File: config.mk
export PLATFORM = sky130hd
export DESIGN_NAME = ssa_top
export DESIGN_NICKNAME = d
export VERILOG_FILES = /design/src/hw/ssa_pkg.sv /design/src/hw/ssa_pin_sync.sv /design/src/hw/ssa_top.sv
export SDC_FILE = /design/constraint.sdc
export NUM_CORES = 1
export LEC_CHECK = 0
export CAP_MARGIN = 30
export CORE_MARGIN = 5
export CORE_UTILIZATION = 49
export DETAILED_ROUTE_END_ITERATION = 8
export DONT_BUFFER_PORTS = 1
export HOLD_SLACK_MARGIN = 0.08
export SYNTH_ARGS = -nofsm -noshare
export SYNTH_HDL_FRONTEND = slang
export SYNTH_HIERARCHICAL = 1
export SYNTH_SLANG_ARGS = --single-unit
File: constraint.sdc
create_clock -name sys_clk_i -period 3.19 [get_ports sys_clk_i]
set_input_delay 0.638 -clock sys_clk_i [delete_from_list [all_inputs] [get_ports sys_clk_i]]
set_output_delay 0.638 -clock sys_clk_i [all_outputs]
set_load 0.02 [all_outputs]
File: src/hw/ssa_pkg.sv
// Shared constants for the synchronous serial byte adapter.
// Assumes a single 200 MHz system clock; the link clocks are sampled pins.
package ssa_pkg;

  // Word index on the Avalon bus, standing in for the register select line
  localparam logic       ADDR_CTL_STAT = 1'h0;
  localparam logic       ADDR_DATA     = 1'h1;

  // Target of a write to the data address, picked by two control-one bits
  localparam logic [1:0] SEL_CTL2      = 2'h0;
  localparam logic [1:0] SEL_CTL3      = 2'h1;
  localparam logic [1:0] SEL_SYNC      = 2'h2;
  localparam logic [1:0] SEL_TXDATA    = 2'h3;

  // Control register one
  localparam int C1_RX_HOLD  = 0;
  localparam int C1_TX_HOLD  = 1;
  localparam int C1_STRIP    = 2;
  localparam int C1_CLR_SYNC = 3;
  localparam int C1_TIE      = 4;
  localparam int C1_RIE      = 5;
  localparam int C1_SEL_LO   = 6;
  localparam int C1_SEL_HI   = 7;
  // Control register two
  localparam int C2_PC_ONE   = 0;
  localparam int C2_PC_TWO   = 1;
  localparam int C2_TWO_BYTE = 2;
  localparam int C2_EIE      = 6;
  // Control register three
  localparam int C3_EXT_SYNC = 0;
  localparam int C3_ONE_SYNC = 1;
  localparam int C3_UF_SYNC  = 3;
  // Status register
  localparam int ST_RDA      = 0;
  localparam int ST_TX_FIFO_SPACE_FLAG     = 1;
  localparam int ST_DCD      = 2;
  localparam int ST_SYNC     = 3;
  localparam int ST_UNDERRUN = 4;
  localparam int ST_OVERRUN  = 5;

  localparam logic [7:0] CTL1_RESET  = 8'h03;
  localparam logic [7:0] REG_RESET   = 8'h00;
  localparam logic [7:0] FILL_ONES   = 8'hFF;
  localparam logic [2:0] LAST_BIT    = 3'h7;

  // Pin synchroniser lanes
  localparam int PIN_TXCLK = 0;
  localparam int PIN_RXCLK = 1;
  localparam int PIN_RXD   = 2;
  localparam int PIN_DCD_N = 3;
  localparam int PIN_HRST  = 4;
  localparam int PIN_COUNT = 5;

  typedef enum logic [1:0] {
    SSA_TX_IDLE = 2'b00,
    SSA_TX_ARM  = 2'b01,
    SSA_TX_RUN  = 2'b10
  } ssa_tx_state_t;

  typedef enum logic [1:0] {
    SSA_RX_HUNT   = 2'b00,
    SSA_RX_SECOND = 2'b01,
    SSA_RX_SYNCED = 2'b10
  } ssa_rx_state_t;

endpackage : ssa_pkg

File: src/hw/ssa_pin_sync.sv
// Two-flop synchronisers with edge detection for a group of pins.
// Assumes each pin is slow next to sys_clk_i (link clocks near 12.5 MHz).
`timescale 1ns/10ps
module ssa_pin_sync #(
  parameter int WIDTH = 5
) (
  input  wire logic             sys_clk_i,
  input  wire logic             rst_i,
  input  wire logic [WIDTH-1:0] pin_i,
  output logic      [WIDTH-1:0] level_o,
  output logic      [WIDTH-1:0] rise_o,
  output logic      [WIDTH-1:0] fall_o
);

  logic [WIDTH-1:0] meta_q;
  logic [WIDTH-1:0] sync_q;
  logic [WIDTH-1:0] last_q;
  logic             primed_q;

  // Chain tracks the pins through reset, so no false edge follows it
  always_ff @(posedge sys_clk_i) begin
    meta_q <= pin_i;
    sync_q <= meta_q;
    last_q <= sync_q;
  end

  always_ff @(posedge sys_clk_i) begin
    if (rst_i) begin
      primed_q <= 1'b0;
    end else begin
      primed_q <= 1'b1;
    end
  end

  assign level_o = sync_q;
  assign rise_o  = sync_q & ~last_q & {WIDTH{primed_q}};
  assign fall_o  = ~sync_q & last_q & {WIDTH{primed_q}};

endmodule : ssa_pin_sync

File: src/hw/ssa_top.sv
// Synchronous serial byte adapter: Avalon-MM slave, three-deep FIFOs, serial side.
// Assumes link clocks and pins are asynchronous and much slower than sys_clk_i.
`timescale 1ns/10ps
// How it works
// RULE1: Two bus words reach seven registers; status and receive data read-only, rest write-only.
// RULE2: Transmit FIFO three bytes deep; bytes move to last empty slot; space flag reported.
// RULE3: Bytes advance one FIFO slot per bus phase clock.
// RULE4: Single-byte mode flags one slot; two-byte mode flags two free or full slots.
// RULE5: Last FIFO slot loads the shifter in the second half of the last bit.
// RULE6: Characters leave the serial output least significant bit first.
// RULE7: On underflow send all ones or the sync code, per control bit.
// RULE8: Software leaves parity off; the transmitter never appends any.
// RULE9: Releasing transmitter hold waits for a full high phase, first bit on its fall.
// RULE10: An empty FIFO at start sends a fill character first.
// RULE11: Setting transmitter hold empties the FIFO; a clock later it accepts, flag inhibited.
// RULE12: External sync mode uses carrier detect, then passes every byte on.
// RULE13: Single-sync mode passes nothing until one character matches the sync code.
// RULE14: Two-sync mode needs two consecutive sync characters before locking.
// RULE15: Once locked, characters are assembled and data-available status is shown.
// RULE16: System reset latches an internal reset holding outputs quiet.
// RULE17: Software loads sync code and controls two and three before releasing holds.
// RULE18: Codec use: eight bits, no parity, external sync; terminal ready picks direction.
// RULE19: Hardware reset low sets holds, clears control bits, internal sync, flag.
// RULE20: Register select high reaches controls two, three, sync, data; low control one, status.
// RULE21: Transmit shifts on falling transmit clock; receive samples on rising receive clock.
module ssa_top
  import ssa_pkg::*;
#(
  parameter int DEPTH = 3
) (
  input  wire logic        sys_clk_i,
  input  wire logic        rst_i,
  input  wire logic [0:0]  avs_address_i,
  input  wire logic        avs_read_i,
  input  wire logic        avs_write_i,
  input  wire logic [31:0] avs_writedata_i,
  input  wire logic [3:0]  avs_byteenable_i,
  output logic      [31:0] avs_readdata_o,
  output logic             avs_waitrequest_o,
  input  wire logic        hw_reset_n_i,
  input  wire logic        tx_clk_i,
  input  wire logic        rx_clk_i,
  input  wire logic        rx_data_i,
  input  wire logic        carrier_detect_n_i,
  output logic             tx_data_o,
  output logic             terminal_ready_n_o,
  output logic             periph_ctl_two_o
);

  logic [PIN_COUNT-1:0] pin_lvl;
  logic [PIN_COUNT-1:0] pin_rise;
  logic [PIN_COUNT-1:0] pin_fall;

  ssa_pin_sync #(
    .WIDTH (PIN_COUNT)
  ) u_pins (
    .sys_clk_i (sys_clk_i),
    .rst_i     (rst_i),
    .pin_i     ({hw_reset_n_i, carrier_detect_n_i, rx_data_i, rx_clk_i, tx_clk_i}),
    .level_o   (pin_lvl),
    .rise_o    (pin_rise),
    .fall_o    (pin_fall)
  );

  logic hw_rst;
  logic carrier;
  assign hw_rst  = ~pin_lvl[PIN_HRST];
  assign carrier = ~pin_lvl[PIN_DCD_N];

  // Bus slave: one wait cycle, then a single-cycle acceptance
  logic        wait_q;
  logic        acc_rd;
  logic        acc_wr;
  logic [7:0]  wbyte;
  logic        wr_ctl1;
  logic        wr_data;
  logic        rd_status;
  logic        rd_data;
  logic [7:0]  ctl1_q;
  logic [7:0]  ctl2_q;
  logic [7:0]  ctl3_q;
  logic [7:0]  sync_code_q;
  logic [7:0]  status;
  logic [31:0] rdata_q;

  assign acc_rd    = avs_read_i & ~wait_q;
  assign acc_wr    = avs_write_i & ~wait_q & avs_byteenable_i[0];
  assign wbyte     = avs_writedata_i[7:0];
  assign wr_ctl1   = acc_wr & (avs_address_i == ADDR_CTL_STAT); // RULE20
  assign wr_data   = acc_wr & (avs_address_i == ADDR_DATA); // RULE20
  assign rd_status = acc_rd & (avs_address_i == ADDR_CTL_STAT);
  assign rd_data   = acc_rd & (avs_address_i == ADDR_DATA);

  function automatic logic data_sel(input logic [7:0] c1, input logic [1:0] sel);
    data_sel = (c1[C1_SEL_HI:C1_SEL_LO] == sel);
  endfunction : data_sel

  always_ff @(posedge sys_clk_i) begin
    if (rst_i) begin
      wait_q <= 1'b1;
    end else begin
      wait_q <= ~((avs_read_i | avs_write_i) & wait_q);
    end
  end

  // Control registers; reset-owned bits are frozen while the pin holds reset
  always_ff @(posedge sys_clk_i) begin
    if (rst_i) begin
      ctl1_q      <= CTL1_RESET; // RULE16
      ctl2_q      <= REG_RESET;
      ctl3_q      <= REG_RESET;
      sync_code_q <= REG_RESET;
    end else begin
      if (wr_ctl1) begin
        ctl1_q <= wbyte; // RULE1
      end
      if (wr_data && data_sel(ctl1_q, SEL_CTL2)) begin
        ctl2_q <= wbyte;
      end
      if (wr_data && data_sel(ctl1_q, SEL_CTL3)) begin
        ctl3_q <= wbyte;
      end
      if (wr_data && data_sel(ctl1_q, SEL_SYNC)) begin
        sync_code_q <= wbyte;
      end
      if (hw_rst) begin
        ctl1_q[C1_RX_HOLD]  <= 1'b1; // RULE19
        ctl1_q[C1_TX_HOLD]  <= 1'b1; // RULE19
        ctl2_q[C2_PC_ONE]   <= 1'b0; // RULE19
        ctl2_q[C2_PC_TWO]   <= 1'b0; // RULE19
        ctl2_q[C2_EIE]      <= 1'b0; // RULE19
        ctl3_q[C3_EXT_SYNC] <= 1'b0; // RULE19
      end
    end
  end

  logic tx_hold;
  logic rx_hold;
  logic two_byte;
  logic tx_hold_dly_q;
  logic tx_clr;
  assign tx_hold  = ctl1_q[C1_TX_HOLD];
  assign rx_hold  = ctl1_q[C1_RX_HOLD];
  assign two_byte = ctl2_q[C2_TWO_BYTE];
  assign tx_clr   = tx_hold & ~tx_hold_dly_q;

  always_ff @(posedge sys_clk_i) begin
    if (rst_i) begin
      tx_hold_dly_q <= 1'b0;
    end else begin
      tx_hold_dly_q <= tx_hold;
    end
  end

  // Transmit FIFO: slot 0 is the input, slot DEPTH-1 feeds the shifter
  logic [7:0]       txf_q [DEPTH];
  logic [7:0]       txf_d [DEPTH];
  logic [DEPTH-1:0] txv_q;
  logic [DEPTH-1:0] txv_d;
  logic             tx_pull;
  logic             tx_push;
  logic             tx_fifo_space_flag;
  assign tx_push = wr_data & data_sel(ctl1_q, SEL_TXDATA);
  // Flag gated by hold; the FIFO itself still accepts after the clear cycle
  assign tx_fifo_space_flag = ~tx_hold & (two_byte ? ~txv_q[0] & ~txv_q[1] : ~txv_q[0]); // RULE4 RULE11

  always_comb begin
    txf_d = txf_q;
    txv_d = txv_q;
    if (tx_pull) begin
      txv_d[DEPTH-1] = 1'b0;
    end
    for (int i = DEPTH - 1; i > 0; i--) begin
      if (!txv_d[i] && txv_d[i-1]) begin
        txf_d[i]   = txf_d[i-1]; // RULE2 RULE3
        txv_d[i]   = 1'b1;
        txv_d[i-1] = 1'b0;
      end
    end
    if (tx_push && !txv_d[0]) begin
      txf_d[0] = wbyte;
      txv_d[0] = 1'b1;
    end
  end

  always_ff @(posedge sys_clk_i) begin
    if (rst_i || tx_clr) begin
      txv_q <= '0; // RULE11
    end else begin
      txv_q <= txv_d;
    end
    txf_q <= txf_d;
  end

  // Transmit shifter, driven by edges of the sampled transmit clock
  ssa_tx_state_t tx_state_q;
  logic [7:0]    tx_sr_q;
  logic [7:0]    tx_next_q;
  logic [2:0]    tx_idx_q;
  logic          tx_rise;
  logic          tx_fall;
  logic          tx_load;
  logic          underrun_q;
  logic [7:0]    fill;
  assign tx_rise = pin_rise[PIN_TXCLK];
  assign tx_fall = pin_fall[PIN_TXCLK];
  assign tx_load = tx_rise && ((tx_state_q == SSA_TX_ARM) ||
                   ((tx_state_q == SSA_TX_RUN) && (tx_idx_q == LAST_BIT))); // RULE5
  assign tx_pull = tx_load & txv_q[DEPTH-1];
  assign fill    = ctl3_q[C3_UF_SYNC] ? sync_code_q : FILL_ONES; // RULE7

  always_ff @(posedge sys_clk_i) begin
    if (rst_i || tx_hold) begin
      tx_state_q <= SSA_TX_IDLE;
      tx_data_o  <= 1'b1; // RULE16
      tx_sr_q    <= FILL_ONES;
      tx_next_q  <= FILL_ONES;
      tx_idx_q   <= LAST_BIT;
    end else begin
      unique case (tx_state_q)
        SSA_TX_IDLE: begin
          // A high phase already in progress is not a full one
          if (!pin_lvl[PIN_TXCLK]) begin
            tx_state_q <= SSA_TX_ARM; // RULE9
          end
        end
        SSA_TX_ARM: begin
          if (tx_rise) begin
            tx_state_q <= SSA_TX_RUN; // RULE9
          end
        end
        SSA_TX_RUN: begin
          if (tx_fall) begin
            if (tx_idx_q == LAST_BIT) begin
              tx_data_o <= tx_next_q[0]; // RULE6 RULE9 RULE21
              tx_sr_q   <= tx_next_q >> 1;
              tx_idx_q  <= '0;
            end else begin
              tx_data_o <= tx_sr_q[0]; // RULE6 RULE21
              tx_sr_q   <= tx_sr_q >> 1;
              tx_idx_q  <= tx_idx_q + 3'h1;
            end
          end
        end
      endcase
      if (tx_load) begin
        tx_next_q <= txv_q[DEPTH-1] ? txf_q[DEPTH-1] : fill; // RULE5 RULE7 RULE10
      end
    end
  end

  // Underrun flag: set wins over the status-read clear
  always_ff @(posedge sys_clk_i) begin
    if (rst_i) begin
      underrun_q <= 1'b0;
    end else if (tx_load && !txv_q[DEPTH-1]) begin
      underrun_q <= 1'b1; // RULE7
    end else if (rd_status) begin
      underrun_q <= 1'b0;
    end
  end

  // Receive shifter and character sync
  ssa_rx_state_t rx_state_q;
  logic [7:0]    rx_sr_q;
  logic [7:0]    rx_sr_d;
  logic [2:0]    rx_cnt_q;
  logic          rx_rise;
  logic          rx_push;
  logic          char_done;
  logic          ext_mode;
  assign rx_rise   = pin_rise[PIN_RXCLK];
  assign rx_sr_d   = {pin_lvl[PIN_RXD], rx_sr_q[7:1]}; // RULE21
  assign char_done = rx_rise && (rx_cnt_q == LAST_BIT);
  assign ext_mode  = ctl3_q[C3_EXT_SYNC];
  assign rx_push   = char_done && (rx_state_q == SSA_RX_SYNCED) &&
                     !(ctl1_q[C1_STRIP] && !ext_mode && rx_sr_d == sync_code_q); // RULE15

  always_ff @(posedge sys_clk_i) begin
    if (rst_i || rx_hold || ctl1_q[C1_CLR_SYNC] || (ext_mode && !carrier)) begin
      rx_state_q <= SSA_RX_HUNT;
      rx_sr_q    <= FILL_ONES;
      rx_cnt_q   <= '0;
    end else if (rx_rise) begin
      rx_sr_q  <= rx_sr_d;
      rx_cnt_q <= rx_cnt_q + 3'h1;
      unique case (rx_state_q)
        SSA_RX_HUNT: begin
          if (ext_mode) begin
            rx_state_q <= SSA_RX_SYNCED; // RULE12
            rx_sr_q    <= {pin_lvl[PIN_RXD], FILL_ONES[7:1]};
            rx_cnt_q   <= 3'h1;
          end else if (rx_sr_d == sync_code_q) begin
            rx_state_q <= ctl3_q[C3_ONE_SYNC] ? SSA_RX_SYNCED : SSA_RX_SECOND; // RULE13
            rx_cnt_q   <= '0;
          end
        end
        SSA_RX_SECOND: begin
          if (rx_cnt_q == LAST_BIT) begin
            rx_state_q <= (rx_sr_d == sync_code_q) ? SSA_RX_SYNCED : SSA_RX_HUNT; // RULE14
          end
        end
        SSA_RX_SYNCED: begin
        end
      endcase
    end
  end

  // Receive FIFO: push into slot 0, pop slot DEPTH-1 on a data read
  logic [7:0]       rxf_q [DEPTH];
  logic [7:0]       rxf_d [DEPTH];
  logic [DEPTH-1:0] rxv_q;
  logic [DEPTH-1:0] rxv_d;
  logic             rda;
  logic             overrun_q;
  logic             ovr_seen_q;
  assign rda = two_byte ? rxv_q[DEPTH-1] & rxv_q[DEPTH-2] : rxv_q[DEPTH-1]; // RULE4 RULE15

  always_comb begin
    rxf_d = rxf_q;
    rxv_d = rxv_q;
    if (rd_data) begin
      rxv_d[DEPTH-1] = 1'b0;
    end
    for (int i = DEPTH - 1; i > 0; i--) begin
      if (!rxv_d[i] && rxv_d[i-1]) begin
        rxf_d[i]   = rxf_d[i-1];
        rxv_d[i]   = 1'b1;
        rxv_d[i-1] = 1'b0;
      end
    end
    if (rx_push) begin
      rxf_d[0] = rx_sr_d; // RULE12 RULE15
      rxv_d[0] = 1'b1;
    end
  end

  always_ff @(posedge sys_clk_i) begin
    if (rst_i || rx_hold) begin
      rxv_q <= '0;
    end else begin
      rxv_q <= rxv_d;
    end
    rxf_q <= rxf_d;
  end

  // Overrun clears only after status then data read; a new overrun wins
  always_ff @(posedge sys_clk_i) begin
    if (rst_i) begin
      overrun_q  <= 1'b0;
      ovr_seen_q <= 1'b0;
    end else if (rx_push && rxv_q[0] && !(rxv_q[1] == 1'b0)) begin
      overrun_q  <= 1'b1;
      ovr_seen_q <= 1'b0;
    end else begin
      if (rd_status && overrun_q) begin
        ovr_seen_q <= 1'b1;
      end
      if (rd_data && ovr_seen_q) begin
        overrun_q  <= 1'b0;
        ovr_seen_q <= 1'b0;
      end
    end
  end

  always_comb begin
    status              = REG_RESET;
    status[ST_RDA]      = rda;
    status[ST_TX_FIFO_SPACE_FLAG]     = tx_fifo_space_flag; // RULE2
    status[ST_DCD]      = carrier;
    status[ST_SYNC]     = (rx_state_q == SSA_RX_SYNCED);
    status[ST_UNDERRUN] = underrun_q;
    status[ST_OVERRUN]  = overrun_q;
  end

  // Read data settle while waitrequest is high, stand in the accept cycle
  always_ff @(posedge sys_clk_i) begin
    if (rst_i) begin
      rdata_q <= '0;
    end else if (avs_read_i && wait_q) begin
      rdata_q <= {24'h00_0000,
                  (avs_address_i == ADDR_DATA) ? rxf_q[DEPTH-1] : status}; // RULE1 RULE20
    end
  end

  always_ff @(posedge sys_clk_i) begin
    if (rst_i) begin
      terminal_ready_n_o <= 1'b1; // RULE16
      periph_ctl_two_o   <= 1'b0;
    end else begin
      terminal_ready_n_o <= ~ctl2_q[C2_PC_ONE]; // RULE18
      periph_ctl_two_o   <= ctl2_q[C2_PC_TWO];
    end
  end

  assign avs_readdata_o    = rdata_q;
  assign avs_waitrequest_o = wait_q;

  AST_TX_HOLD_QUIET: assert property (@(posedge sys_clk_i) disable iff (rst_i)
    tx_hold |=> tx_data_o) else $error("Serial output not idle in hold"); // RULE16

  AST_TX_CLEAR: assert property (@(posedge sys_clk_i) disable iff (rst_i)
    $rose(tx_hold) |=> (txv_q == '0)) else $error("FIFO not emptied by hold"); // RULE11

  AST_TX_FIFO_SPACE_FLAG_INHIBIT: assert property (@(posedge sys_clk_i) disable iff (rst_i)
    tx_hold |-> !status[ST_TX_FIFO_SPACE_FLAG]) else $error("Space flag shown during hold"); // RULE11

  AST_HW_RESET: assert property (@(posedge sys_clk_i) disable iff (rst_i)
    hw_rst |=> ctl1_q[C1_TX_HOLD] && ctl1_q[C1_RX_HOLD] && !ctl2_q[C2_EIE]
              && !ctl3_q[C3_EXT_SYNC]) else $error("Pin reset bits wrong"); // RULE19

  AST_FIFO_ADVANCE: assert property (@(posedge sys_clk_i) disable iff (rst_i || tx_hold)
    txv_q[0] && !txv_q[1] && !tx_push |=> txv_q[1]) else $error("FIFO did not advance"); // RULE3

  AST_FILL_ON_EMPTY: assert property (@(posedge sys_clk_i) disable iff (rst_i || tx_hold)
    tx_load && !txv_q[DEPTH-1] |=> tx_next_q == $past(fill)) else $error("Bad fill"); // RULE7

  AST_LSB_FIRST: assert property (@(posedge sys_clk_i) disable iff (rst_i || tx_hold)
    tx_fall && tx_state_q == SSA_TX_RUN && tx_idx_q == LAST_BIT
    |=> tx_data_o == $past(tx_next_q[0])) else $error("First bit not LSB"); // RULE6

  AST_NO_PUSH_HUNT: assert property (@(posedge sys_clk_i) disable iff (rst_i)
    rx_state_q != SSA_RX_SYNCED |-> !rx_push) else $error("Pushed before sync"); // RULE13

  AST_WAIT_ONE: assert property (@(posedge sys_clk_i) disable iff (rst_i)
    (avs_read_i || avs_write_i) && wait_q |=> !wait_q ##1 wait_q)
    else $error("Waitrequest not one cycle low"); // RULE1

endmodule : ssa_top

; Yosys cells after proc, flatten, opt, wreduce, memory -nomap -nowiden
; Index checks and enable logic that the tools add are counted.
; Widths: inputs -> output; s select.
[totals]
ff_bits = 140
in_bits = 46
out_inout_bits = 36
wordCells = 167
[op_classes]
addsub = 2
eq_ne = 14
muxes = 35
n_bitwise = 31
n_reduce_logical = 49
[op_table]
columns = cell, n
row1 = $mux 8, 3
row2 = $logic_and 1x1->1, 22
row3 = $mux 2, 11
row4 = $mux 7, 3
row5 = $and 1x1->1, 16
row6 = $mux 1, 12
row7 = $mux 3, 4
row8 = $not 1->1, 11
row9 = $reduce_bool 2->1, 5
row10 = $eq 2x2->1 const B, 4
row11 = $eq 8x8->1, 1
row12 = $logic_not 1->1, 8
row13 = $pmux 2 s2, 2
row14 = $add 3x1->3 const B, 2
row15 = $eq 2x1->1 const B, 3
row16 = $eq 3x3->1 const B, 2
row17 = $logic_not 2->1, 3
row18 = $logic_or 1x1->1, 6
row19 = $ne 2x2->1 const B, 3
row20 = $and 2x2->2, 2
row21 = $reduce_and 4->1, 1
row22 = $ne 3x3->1 const B, 1
row23 = $reduce_and 3->1, 1
row24 = $reduce_or 3->1, 1
row25 = other kinds (4), 4

; Depth between registers and ports, before layout
[depth]
depth_word = 15
mapped_depth = 9
depth_no_buf = 6

; By module
; Netlist, hierarchy kept.
[by_module_without_submodules]
columns = mod, n_inst, cells_per_inst, area_per_inst_um2, seq_area_each_um2
row1 = ssa_top, 1, 436, 4875.9, 2942.8
row2 = ssa_pin_sync, 1, 27, 411.6, 320.3

; Worst setup path after synthesis
; OpenSTA, ideal clock, no wires.
[synth_path]
kind = register -> register
start = reg tx_idx_q[0]
end = reg txf_q[10] (netlist bit) (enable)
setup_time_ps = 385
arrival_ps = 1844
required_time_ps = 2805
path_slack_ps = 961
stages_incl_launch_ff = 8
n_path_buf = 1
synth_period_minus_slack_ps = 2229
cell_sequence = dfxtp_1 -> ha_1 -> ha_1 -> buf_4 -> and3b_1 -> o21ai_1 -> and2_1 -> a21boi_0
[synth_between]
elab_chain_cells = 11
[synth_rtl]
columns = element, line_no
row1 = start: declaration, ssa_top.sv:199  ; logic [2:0] tx_idx_q;
row2 = start signal: assignment, ssa_top.sv:241  ; tx_idx_q <= tx_idx_q + 3'h1;
row3 = $eq 3x3->1, ssa_top.sv:208  ; ((tx_state_q == SSA_TX_RUN) && (tx_idx_q == LAST_BIT)));
row4 = $logic_and 1x1->1, ssa_top.sv:208
row5 = $logic_or 1x1->1, ssa_top.sv:207  ; assign tx_load = tx_rise && ((tx_state_q == SSA_TX_ARM) ||
row6 = $logic_and 1x1->1, ssa_top.sv:207
row7 = $and 1x1->1, ssa_top.sv:209  ; assign tx_pull = tx_load & txv_q[DEPTH-1];
row8 = $mux 1, ssa_top.sv:170  ; if (tx_pull) begin
row9 = $logic_not 1->1, ssa_top.sv:174  ; if (!txv_d[i] && txv_d[i-1]) begin
row10 = $logic_and 1x1->1, ssa_top.sv:174
row11 = $mux 2, ssa_top.sv:174
row12 = $logic_not 1->1, ssa_top.sv:174
row13 = $logic_and 1x1->1, ssa_top.sv:174
row14 = end signal: assignment, ssa_top.sv:192  ; txf_q <= txf_d;
row15 = end: declaration, ssa_top.sv:156  ; logic [7:0] txf_q [DEPTH];
; Every way passes these cells.
; A chain may end at the register's enable or synchronous reset.

; Worst setup path after layout
[layout_path]
start = reg tx_idx_q[0]
end = reg txf_q[0] (netlist bit) (enable)
[layout_between]
elab_chain_cells = 8
[layout_rtl]
columns = element, line_no
row1 = $eq 3x3->1, ssa_top.sv:208
row2 = $logic_and 1x1->1, ssa_top.sv:208
row3 = $logic_or 1x1->1, ssa_top.sv:207
row4 = $logic_and 1x1->1, ssa_top.sv:207
row5 = $and 1x1->1, ssa_top.sv:209
row6 = $mux 1, ssa_top.sv:170
row7 = $logic_not 1->1, ssa_top.sv:174
row8 = $logic_and 1x1->1, ssa_top.sv:174
; Every way passes these cells.

==> impl_summary.log <==
INFO  metric post_layout_nonfiller_instances = 608
INFO  metric ir_worst_vdd = approximately 470 uV
INFO  metric status = completed
INFO  metric dpl.hpwl = between 6000 and 7000 um
INFO  metric finalHoldViolCount = 0
INFO  metric post_drt_via_cell_ratio = 5.13
INFO  metric period_share = 67.2%
INFO  metric drcViolationCount = 0
INFO  metric routed_wire_length = 9120 um
INFO  metric first_global_vias = 2997
INFO  metric cts-root-to-sink-buffers = 2
INFO  metric clock_sink_count = 136
INFO  metric avgRoutedWirePerCell = 15.0 um
INFO  metric finalSetupViolCount = 0
INFO  metric port_buffers = 0
INFO  metric power-per-cell-area = 683 nW/um^2
INFO  metric cts-hold-fix-buffers = 0
INFO  metric num_io_pins = 82
INFO  metric numPlacedInstances = 576
INFO  metric grt_first_pass_wirelength = 15400 um
INFO  metric skew_pair_late_insertion_delay = about 0.52 ns
INFO  metric clkSlewWorstSetupHoldPaths = around 0.06 ns
INFO  metric cts.root.buffer_cell = sky130_fd_sc_hd__clkbuf_8
INFO  metric count_of_antenna_diodes_in_the_layout = 0
INFO  metric final_antenna_violating_net_count = 0
INFO  metric grt_setup_unrepaired = no
INFO  metric finish.utilization = 56.9%
INFO  metric starting_density_of_the_core = 50.0%
INFO  metric dieWidth = 113 um
INFO  metric grt_use_total = 15.6%
INFO  metric timing.critical_path.arrival = ~2.3 ns
INFO  metric clock-skew-final = 0.00921 ns
INFO  metric vias = 3122
INFO  metric drive_above_1_share = 10.4%
INFO  metric capturing_element_type_of_the_critical_path = flip-flop
INFO  metric die_height = 113 um
INFO  metric synth_area_per_cell = 11.4 um^2
INFO  metric max_freq = 0.466 GHz
INFO  metric grt_antenna_before_repair = 0
INFO  metric synthesis.area = 5170 um^2
INFO  metric worst_pin_slew = 0.768 ns
INFO  metric first_iter_violations = 194
INFO  metric design.die.area = 12700 um^2
INFO  metric cap_viol_max_count = 0
INFO  metric timing_max_transition_violations_final = 0
INFO  metric final.setup.tns = 0 ns
INFO  metric synth-warning-count = 6
INFO  metric finish.net_count = slightly above 500
INFO  metric cts_tree = yes
INFO  metric total_power = ~4 mW
INFO  metric total_leakage_power = 2.31 nW
INFO  metric hold_path_depth = 0
INFO  metric area_growth = 13.6%
INFO  metric worst-path-max-fanout = 8
INFO  metric cts_max_level = 4
INFO  metric postSynthCellCount = 453
INFO  metric critical_path_required = 3.34 ns
INFO  metric cts-buffers-inserted = 17
INFO  metric max_slew_margin = a little under 50%
INFO  metric hp-class = in2reg
INFO  metric grt_overflow_total = 0
INFO  metric placementRows = 37
INFO  metric grt_start_max_net_pins = 40
INFO  metric worst_setup_path_start_kind = flip-flop
INFO  metric core_area = 10300 um^2
INFO  metric gpl.final_weighted_congestion = approximately 0.81
INFO  metric post_cts_resized = 0
INFO  metric post_cts.repair.setup_buffers = 0
INFO  metric setup.worst_path.class = reg2reg
INFO  metric post-route-min-period = approximately 2.1 ns
INFO  metric r2r.worst_path.cells = 6
INFO  metric detailedRoute.firstPassIterationCount = 5
==> cell usage in the layout (no fill, tap or decap), types with 4 or more instances in the layout <==
master	n
sky130_fd_sc_hd__a21oi_1	23
sky130_fd_sc_hd__edfxtp_1	48
sky130_fd_sc_hd__bufinv_16	5
sky130_fd_sc_hd__nor2_1	43
sky130_fd_sc_hd__nand3_1	7
sky130_fd_sc_hd__nor3_1	9
sky130_fd_sc_hd__ha_1	4
sky130_fd_sc_hd__nand2_1	36
sky130_fd_sc_hd__and3b_1	5
sky130_fd_sc_hd__clkbuf_16	16
sky130_fd_sc_hd__a211oi_1	5
sky130_fd_sc_hd__o21ai_0	11
sky130_fd_sc_hd__buf_4	8
sky130_fd_sc_hd__mux2i_1	30
sky130_fd_sc_hd__nand4_1	4
sky130_fd_sc_hd__dfxtp_1	88
sky130_fd_sc_hd__o211ai_1	19
sky130_fd_sc_hd__xnor2_1	8
sky130_fd_sc_hd__nor2b_1	10
sky130_fd_sc_hd__inv_1	20
sky130_fd_sc_hd__conb_1	24
==> critical path, cell delays in order (launching register included) <==
cell and delay (ns):
sky130_fd_sc_hd__dfxtp_1 0.35, sky130_fd_sc_hd__ha_1 0.15, sky130_fd_sc_hd__ha_1 0.16, sky130_fd_sc_hd__and3b_1 0.16, sky130_fd_sc_hd__o21ai_1 0.13, sky130_fd_sc_hd__and2_1 0.21
sky130_fd_sc_hd__nor2b_1 0.61
==> metal layers <==
layer  track usage (%)  share of wire (%)  up-vias
li1                  -                  -     1567
met1              21.3                 49     1465
met2              21.8                 43       80
met3              5.50                6.0       10
met4              7.85                1.7        0
met5                 0                  0        -
==> where the power goes <==
group	internal (mW)	total, mW	switching, mW
logic	0.0166	0.0623	0.0457
registers	1.80	1.82	0.0212
clock network	1.37	2.12	0.754
==> per-stage QoR <==
stage | hold WS (ns) | setup WS, ns | instance area (um^2)
after floorplan | 0.310 | 0.961 | 5250
after global placement | 0.311 | 1.05 | 5220
after detailed placement | 0.313 | 1.02 | 5220
after CTS | 0.110 | 0.979 | 5870
after global routing | 0.105 | 0.800 | 5870
final | 0.138 | 1.04 | 5870
==> worst paths after layout <==
check	start	end	slack, ns
max reg2reg	tx_idx_q[0]	txf_q[0]	1.04
min reg2reg	u_pins/meta_q[4]	u_pins/level_o[4]	0.33
max	tx_idx_q[0]	txf_q[0]	1.04
min	carrier_detect_n_i	u_pins/meta_q[3]	0.14
==> registers in the layout, indices dropped and copies added, names as in the netlist, 5 cells and up <==
name            count
u_pins/level_o      5
avs_readdata_o      8
u_pins/meta_q       5
rx_sr_q             7
tx_next_q           8
ctl1_q              6
tx_sr_q             8
rxf_q              24
sync_code_q         8
txf_q              24
==> layout make-up <==
cell class,instances,area [um^2]
tap,136,170
clock buffer,17,414
multi-input combinational,276,1710
inverter,20,75.1
clock inverter,15,240
timing repair buffer,8,60.1
sequential,136,3200
fill,869,4450
(Power assumes the default switching activity.)
